<file path="config.mk">
export PLATFORM = sky130hd
export DESIGN_NAME = wkp_power_ctrl
export DESIGN_NICKNAME = d
export VERILOG_FILES = /design/src/rtl/wkp_pkg.sv /design/src/rtl/wkp_kick_filter.sv /design/src/rtl/wkp_power_ctrl.sv
export SDC_FILE = /design/constraint.sdc
export NUM_CORES = 1
export LEC_CHECK = 0
export BUFFER_PORTS_ARGS = -buffer_cell sky130_fd_sc_hd__buf_4
export CAP_MARGIN = 40
export CORE_MARGIN = 2
export CORE_UTILIZATION = 49
export CTS_CLUSTER_DIAMETER = 60
export DETAILED_ROUTE_END_ITERATION = 6
export PLACE_DENSITY = 0.79
export SLEW_MARGIN = 5
export SYNTH_ARGS = -nofsm -noshare
export SYNTH_HDL_FRONTEND = slang
export SYNTH_SLANG_ARGS = --single-unit
</file>
<file path="constraint.sdc">
create_clock -name clk_i -period 5.6 [get_ports clk_i]
set_input_delay 0.28 -clock clk_i [delete_from_list [all_inputs] [get_ports clk_i]]
set_output_delay 0.28 -clock clk_i [all_outputs]
set_load 0.005 [all_outputs]
</file>
<file path="src/rtl/wkp_pkg.sv">
package wkp_pkg;
  // Register bus shape
  localparam int ADDR_W = 4;
  localparam int DATA_W = 8;
  // Register offsets
  localparam logic [3:0] REG_CTRL = 4'h0;
  localparam logic [3:0] REG_FLAGS = 4'h1;
  localparam logic [3:0] REG_AL_SEC = 4'h2;
  localparam logic [3:0] REG_AL_MIN = 4'h3;
  localparam logic [3:0] REG_AL_HOUR = 4'h4;
  localparam logic [3:0] REG_AL_DAYDATE = 4'h5;
  localparam logic [3:0] REG_STATUS = 4'h6;
  // Control register fields
  localparam int CTRL_WAKE_EN = 0;
  localparam int CTRL_ALARM_IE = 1;
  localparam int CTRL_KICK_IE = 2;
  localparam int CTRL_PDOWN = 3;
  localparam int CTRL_RETAIN = 4;
  // Flag register fields
  localparam int FLG_ALARM = 0;
  localparam int FLG_KICK = 1;
  // Day/date alarm byte: day-of-week select and value width
  localparam int DD_SEL_BIT = 6;
  localparam int DD_VAL_W = 6;
  // Reset values
  localparam logic [7:0] CTRL_RST = 8'h00;
  localparam logic [7:0] ALARM_RST = 8'h00;
  // Timing
  localparam int CLK_NS = 100;
  localparam int KICK_MIN_NS = 2000;
  localparam int KICK_MIN_CYC = (KICK_MIN_NS + CLK_NS - 1) / CLK_NS;
  localparam int POTO_S = 2;
  localparam int TICK_HZ = 1;
  // One extra tick covers the unknown phase of the first tick
  localparam int POTO_TICKS = POTO_S * TICK_HZ + 1;
  localparam int CNT_W = 4;

  // Current calendar time, BCD bytes
  typedef struct packed {
    logic [7:0] day;
    logic [7:0] date;
    logic [7:0] hour;
    logic [7:0] min;
    logic [7:0] sec;
  } wkp_time_s;

  typedef enum logic [1:0] {
    ST_IDLE = 2'b00,
    ST_WAIT = 2'b01,
    ST_RUN = 2'b10
  } wkp_state_e;
endpackage

</file>
<file path="src/rtl/wkp_kick_filter.sv">
`timescale 1ns/10ps
module wkp_kick_filter
  import wkp_pkg::*;
#(
  parameter int MIN_CYC = KICK_MIN_CYC
) (
  // Clock and reset
  input wire logic clk_i,
  input wire logic arst_n_i,
  // Kick line and qualified event
  input wire logic kick_input_n_i,
  output logic kick_pulse_o
);
  typedef struct packed {
    logic [7:0] cnt;
    logic pulse;
  } wkp_kf_s;

  wkp_kf_s q, d;

  // Count low cycles; one pulse when the low time reaches the minimum
  always_comb begin
    d = q;
    d.pulse = 1'b0;
    if (kick_input_n_i) begin
      d.cnt = 8'h00;
    end else if (q.cnt != 8'(MIN_CYC)) begin
      d.cnt = q.cnt + 8'h01;
      d.pulse = (q.cnt == 8'(MIN_CYC - 1));
    end
  end

  always_ff @(posedge clk_i or negedge arst_n_i) begin
    if (!arst_n_i) begin
      q <= '0;
    end else begin
      q <= d;
    end
  end

  assign kick_pulse_o = q.pulse;
endmodule

</file>
<file path="src/rtl/wkp_power_ctrl.sv">
// How it works
// - Timed wake-up is armed only while wake_enable is one.
// - Kick detection needs no enable, only the auxiliary battery when unpowered.
// - Timed wake-up happens only while the oscillator runs.
// - Unpowered with wake enabled, day/date, hour, minute, second are compared.
// - The wake match ignores the alarm interrupt enable.
// - A wake match pulls the power request low and sets the alarm flag.
// - Unpowered on battery, a long enough kick pulse requests power, sets kick flag.
// - No main power before timeout: power request released unless retain select is one, interrupt left off.
// - The flag of a failed attempt stays set until software clears it.
// - Power in time: request held, interrupt driven, power-down bit cleared.
// - Powered, the power request stays on while the power-down bit is zero.
// - Software writes zeros to clear flags; interrupt drops unless others pend.
// - Powered: match sets alarm flag, kick sets kick flag, enabled ones interrupt.
// - Powered: enabled wake or kick events still assert the power request.
// - Power-down bit accepts one only with both flags already clear.
// - Power-down bit one releases the power request to high impedance.
// - Fully powered down, retain select one keeps the request, zero releases it.
// - A kick low pulse counts only if it lasts the minimum width.
//
// Design decisions made here: the address-and-strobe port and the placing of the registers.
`timescale 1ns/10ps
module wkp_power_ctrl
  import wkp_pkg::*;
#(
  parameter int TIMEOUT_TICKS = POTO_TICKS,
  parameter int KICK_CYC = KICK_MIN_CYC
) (
  // Clock and reset
  input wire logic clk_i,
  input wire logic arst_n_i,
  // Register port
  input wire logic [ADDR_W-1:0] addr_i,
  input wire logic [DATA_W-1:0] wdata_i,
  input wire logic wr_i,
  input wire logic rd_i,
  output logic [DATA_W-1:0] rdata_o,
  // Clock/calendar side
  input wire wkp_time_s time_i,
  input wire logic osc_tick_i,
  input wire logic osc_running_i,
  input wire logic other_irq_i,
  // Supplies
  input wire logic main_power_i,
  input wire logic aux_battery_supply_i,
  // Kick input
  input wire logic kick_input_n_i,
  // Open-drain outputs
  output logic power_request_n_o,
  output logic power_request_oe_n_o,
  output logic irq_n_o,
  output logic irq_oe_n_o
);
  typedef struct packed {
    wkp_state_e st;
    logic wake_enable;
    logic alarm_irq_enable;
    logic kick_irq_enable;
    logic power_down_ctrl;
    logic power_retain_select;
    logic alarm_flag;
    logic kick_flag;
    logic pon;
    logic match_prev;
    logic [7:0] al_sec;
    logic [7:0] al_min;
    logic [7:0] al_hour;
    logic [7:0] al_dd;
    logic [CNT_W-1:0] cnt;
    logic [DATA_W-1:0] rdata;
    logic req_oe_n;
    logic irq_oe_n;
    logic drv;
  } wkp_regs_s;

  wkp_regs_s q, d;
  logic kick_pulse;
  logic kick_ev;
  logic match_now;
  logic match_ev;
  logic wake_ev;
  logic req_on;
  logic irq_on;

  // Full day-or-date, hour, minute, second compare
  function automatic logic time_match(input wkp_time_s t, input logic [7:0] s, input logic [7:0] m,
                                      input logic [7:0] h, input logic [7:0] dd);
    logic [7:0] ref_dd;
    ref_dd = dd[DD_SEL_BIT] ? t.day : t.date;
    time_match = (t.sec == s) && (t.min == m) && (t.hour == h) &&
                 (ref_dd[DD_VAL_W-1:0] == dd[DD_VAL_W-1:0]);
  endfunction

  // Minimum-width kick qualifier
  wkp_kick_filter #(
    .MIN_CYC(KICK_CYC)
  ) u_kick (
    .clk_i(clk_i),
    .arst_n_i(arst_n_i),
    .kick_input_n_i(kick_input_n_i),
    .kick_pulse_o(kick_pulse)
  );

  // Event qualification
  assign kick_ev = kick_pulse && (main_power_i || aux_battery_supply_i);
  assign match_now = osc_running_i && time_match(time_i, q.al_sec, q.al_min, q.al_hour, q.al_dd);
  assign match_ev = match_now && !q.match_prev;
  assign wake_ev = match_ev && q.wake_enable;

  // Next-state logic: bus, flags, sequencer, pins
  always_comb begin
    d = q;
    d.rdata = '0;
    d.match_prev = match_now;
    d.drv = 1'b0;
    // Register writes
    if (wr_i) begin
      unique case (addr_i)
        REG_CTRL: begin
          d.wake_enable = wdata_i[CTRL_WAKE_EN];
          d.alarm_irq_enable = wdata_i[CTRL_ALARM_IE];
          d.kick_irq_enable = wdata_i[CTRL_KICK_IE];
          d.power_retain_select = wdata_i[CTRL_RETAIN];
          if (!wdata_i[CTRL_PDOWN]) begin
            d.power_down_ctrl = 1'b0;
          end else if (!q.alarm_flag && !q.kick_flag) begin
            d.power_down_ctrl = 1'b1;
          end
        end
        REG_FLAGS: begin
          if (!wdata_i[FLG_ALARM]) begin
            d.alarm_flag = 1'b0;
          end
          if (!wdata_i[FLG_KICK]) begin
            d.kick_flag = 1'b0;
          end
        end
        REG_AL_SEC: d.al_sec = wdata_i;
        REG_AL_MIN: d.al_min = wdata_i;
        REG_AL_HOUR: d.al_hour = wdata_i;
        REG_AL_DAYDATE: d.al_dd = wdata_i;
        default: ;
      endcase
    end
    // Event flags, set beats a software clear
    if (match_ev && (main_power_i || q.wake_enable)) begin
      d.alarm_flag = 1'b1;
    end
    if (kick_ev) begin
      d.kick_flag = 1'b1;
    end
    // Power sequencer
    unique case (q.st)
      ST_IDLE: begin
        if (main_power_i) begin
          d.st = ST_RUN;
        end else if (wake_ev || kick_ev) begin
          d.st = ST_WAIT;
          d.cnt = '0;
        end
      end
      ST_WAIT: begin
        if (main_power_i) begin
          d.st = ST_RUN;
          d.power_down_ctrl = 1'b0;
          d.pon = 1'b1;
        end else if (osc_tick_i) begin
          d.cnt = q.cnt + CNT_W'(1);
          if (q.cnt == CNT_W'(TIMEOUT_TICKS - 1)) begin
            d.st = ST_IDLE;
          end
        end
      end
      ST_RUN: begin
        if (!main_power_i) begin
          d.st = ST_IDLE;
        end else if (wake_ev || (kick_ev && q.kick_irq_enable)) begin
          d.power_down_ctrl = 1'b0;
        end
      end
      default: d.st = ST_IDLE;
    endcase
    // Power-on interrupt holds until both flags are cleared
    if (!d.alarm_flag && !d.kick_flag) begin
      d.pon = 1'b0;
    end
    // Pin drive
    req_on = (d.st == ST_WAIT) ||
             ((d.st == ST_RUN) && !d.power_down_ctrl) ||
             ((d.st == ST_IDLE) && d.power_retain_select);
    irq_on = (d.st == ST_RUN) && main_power_i &&
             ((d.pon && (d.alarm_flag || d.kick_flag)) ||
              (d.alarm_flag && d.alarm_irq_enable) || (d.kick_flag && d.kick_irq_enable) ||
              other_irq_i);
    d.req_oe_n = !req_on;
    d.irq_oe_n = !irq_on;
    // Register reads
    if (rd_i) begin
      unique case (addr_i)
        REG_CTRL: begin
          d.rdata[CTRL_WAKE_EN] = q.wake_enable;
          d.rdata[CTRL_ALARM_IE] = q.alarm_irq_enable;
          d.rdata[CTRL_KICK_IE] = q.kick_irq_enable;
          d.rdata[CTRL_PDOWN] = q.power_down_ctrl;
          d.rdata[CTRL_RETAIN] = q.power_retain_select;
        end
        REG_FLAGS: begin
          d.rdata[FLG_ALARM] = q.alarm_flag;
          d.rdata[FLG_KICK] = q.kick_flag;
        end
        REG_AL_SEC: d.rdata = q.al_sec;
        REG_AL_MIN: d.rdata = q.al_min;
        REG_AL_HOUR: d.rdata = q.al_hour;
        REG_AL_DAYDATE: d.rdata = q.al_dd;
        REG_STATUS: d.rdata = {2'b00, q.req_oe_n, q.irq_oe_n, q.cnt[1:0], q.st};
        default: ;
      endcase
    end
  end

  // State register
  always_ff @(posedge clk_i or negedge arst_n_i) begin
    if (!arst_n_i) begin
      q <= '0;
      q.st <= ST_IDLE;
      q.al_sec <= ALARM_RST;
      q.al_min <= ALARM_RST;
      q.al_hour <= ALARM_RST;
      q.al_dd <= ALARM_RST;
      q.req_oe_n <= 1'b1;
      q.irq_oe_n <= 1'b1;
    end else begin
      q <= d;
    end
  end

  // Outputs
  assign rdata_o = q.rdata;
  assign power_request_n_o = q.drv;
  assign power_request_oe_n_o = q.req_oe_n;
  assign irq_n_o = q.drv;
  assign irq_oe_n_o = q.irq_oe_n;
endmodule

</file>
==> metrics.csv <==
metric;value;unit
placed_area;0.004278;mm2
fin_ws;3.171;ns
clock_latency;0.34;ns
rows;31;
vias;3077;
wl;9432;um
fmax;411.7;MHz
numCtsBuffers;9;
fin_skew;0.006726;ns
status;completed;
fill_cells;644;
ant_nets;0;
firstDrtPassIters;5;
synth-seq-area-share;0.4389;
final-setup-viol-count;0;
finalCriticalPeriod;2.429;ns
post_cts_buffers;0;
cts_root_buffer;clkbuf_8;
drive_above_1_share;0.3095;
cts_max_path_buffers;2;
grt_pass1_wl;15570;um
wl_per_cell;18.17;um
avgSynthCellArea;10.59;um2
finalMaxSlewViolations;0;
preCtsSetupSlack;3.067;ns
irDropWorstVdd;0.1916;mV
syn_area;0.003769;mm2
grt_max_degree;67;
route.detailed.drc;0;
synth-edff-count;0;
area_delta_synth_final;18.33;%
initial_core_util;0.5114;
hold_violations;0;
diodes;0;
leakagePower;1.976;nW
grt_pass1_vias;3103;
cts_tree;built;
die-area;0.008409;mm2
syn-instance-count;356;
postLayoutCellArea;0.004459;mm2
die_h;91.70;um
via_per_inst;5.929;
critPathLaunchType;flop;
antenna_found_initial;0;
track_usage;0.2373;
async_reset_ff_frac;1.000;
final_cell_mix;buf_4, dfrtp_1, mux2_2;
slew_headroom;0.4427;
nets;485;
ys_seq_elements;66;
worstMarginPinSlew;0.8359;ns
critPathArrivalTime;2.64;ns
pin_count;74;
synthDistinctLibCells;61;
htreeDepth;3;
setup_tns;0;ns
portBuffers;67;
path_class;flop to flop;
cp_data_required_time;5.81;ns
path_clk_slew;0.07;ns
cts_hold_buf;0;
endpoint_kind;flop;
die_w;91.70;um
hp-class;input port to asynchronous set/reset pin;
core;0.007370;mm2
dp_hpwl;6970;um
ys.flop_type;dfrtp_1;
cap_violations;0;
cts.sinks;66;
crit_fanout;8;
layout_commonest_cell;buf_4;
rsz0062_at_grt;no;
cts_resized;0;
grt-ovfl-total;0;
ys_warn_count;0;
power.density;311.7;mW/mm2
fin_crit_sh;0.4337;
drtIter0Drc;282;
globalplace.congestion;0.9326;
whs;0.01754;ns
worst max-delay path, cell delays in order (launching register included):
cell     delay, ns
dfrtp_1       0.58
mux2i_1       0.30
xnor2_1       0.12
or3_4         0.42
nor4_4        0.42
o21ai_2       0.18
o21ai_0       0.19
o31ai_1       0.09
per-layer routing:
layer / vias to the layer above / GRT usage / wire length [um]
met1: 1511 / 0.3255 / 4020
met5: - / 0 / 0
li1: 1388 / - / -
met4: 0 / 0.07463 / 218
met3: 25 / 0.05834 / 722
met2: 153 / 0.3732 / 4471
synthesized netlist by cell type (3+ instances only):
master,number,share of area
nand3_1,11,0.015
a22o_1,3,0.0070
o21ai_0,13,0.017
nand2_1,24,0.024
nor4_1,4,0.0066
nand4_1,10,0.017
nor2_1,27,0.027
clkbuf_1,7,0.0070
a21oi_1,12,0.016
xor2_1,6,0.014
xnor2_1,30,0.070
inv_1,9,0.0090
nor3_1,3,0.0040
dfrtp_1,64,0.42
nand2b_1,6,0.010
mux2_2,38,0.11
ha_1,8,0.027
buf_4,10,0.020
a222oi_1,4,0.011
and3_1,4,0.0066
mux2i_1,10,0.027
nor2b_1,5,0.0083
through the flow:
| step | util | std cells | total power, mW |
|---|---|---|---|
| 2_1_floorplan | - | 357 | 0.8755 |
| 3_3_place_gp | 0.5805 | 503 | 0.9922 |
| 3_5_place_dp | 0.5805 | 503 | 1.007 |
| 4_1_cts | 0.6051 | 519 | 1.388 |
| 5_1_grt | 0.6051 | 519 | 1.458 |
| 6_report | 0.6051 | 519 | 1.390 |
state kept, by name, summed over array words and instances (netlist names):
| signal | cells |
|---|---|
| power_request_oe_n_o | 1 |
| rdata_o | 8 |
| u_kick.q | 8 |
| u_kick.kick_pulse_o | 1 |
| irq_oe_n_o | 1 |
| q | 47 |
worst paths after layout:
kind | startpoint | end | slack [ns] | cells after the start
worst min register to register | q[13]$_DFFE_PN0P_ | q[13]$_DFFE_PN0P_ | 0.51 | 1
min in group clk_i | kick_input_n_i | u_kick.q[4]$_DFFE_PN0P_ | 0.16 | 2
worst max register to register | q[21]$_DFFE_PN0P_ | q[13]$_DFFE_PN0P_ | 3.17 | 7
max in group asynchronous | arst_n_i | q[27]$_DFFE_PN0P_ | 5.00 | 1
worst max-delay path | q[21]$_DFFE_PN0P_ | q[13]$_DFFE_PN0P_ | 3.17 | 7
worst min-delay path | arst_n_i | q[21]$_DFFE_PN0P_ | 0.02 | 1
kinds of logic after synthesis:
family / share of synthesized area
AOI/OAI and AO/OA: 0.09628
xor gates and xnor gates: 0.08366
adders and majority gates: 0.02656
buffers and inverters: 0.04117
DFF: 0.4389
muxes: 0.1461
other: 0.0009951
and+or+nand+nor: 0.1663
power by group:
part / internal [mW] / switching [mW]
Clock: 0.206 / 0.174
Sequential: 0.556 / 0.0833
Combinational: 0.193 / 0.178
Total: 0.954 / 0.436
layout make-up:
cell class,instances,area [um2],share of cell area
repair buffers,67,503.0,0.1128
flip-flops and latches,66,1654,0.3709
clock inverters,3,42.54,0.009540
well taps,99,123.9,0.02778
multi-input cells,262,1963,0.4402
inverters,9,33.78,0.007576
clock buffers,13,138.9,0.03114
No activity file was read; power rests on OpenSTA's default activity.
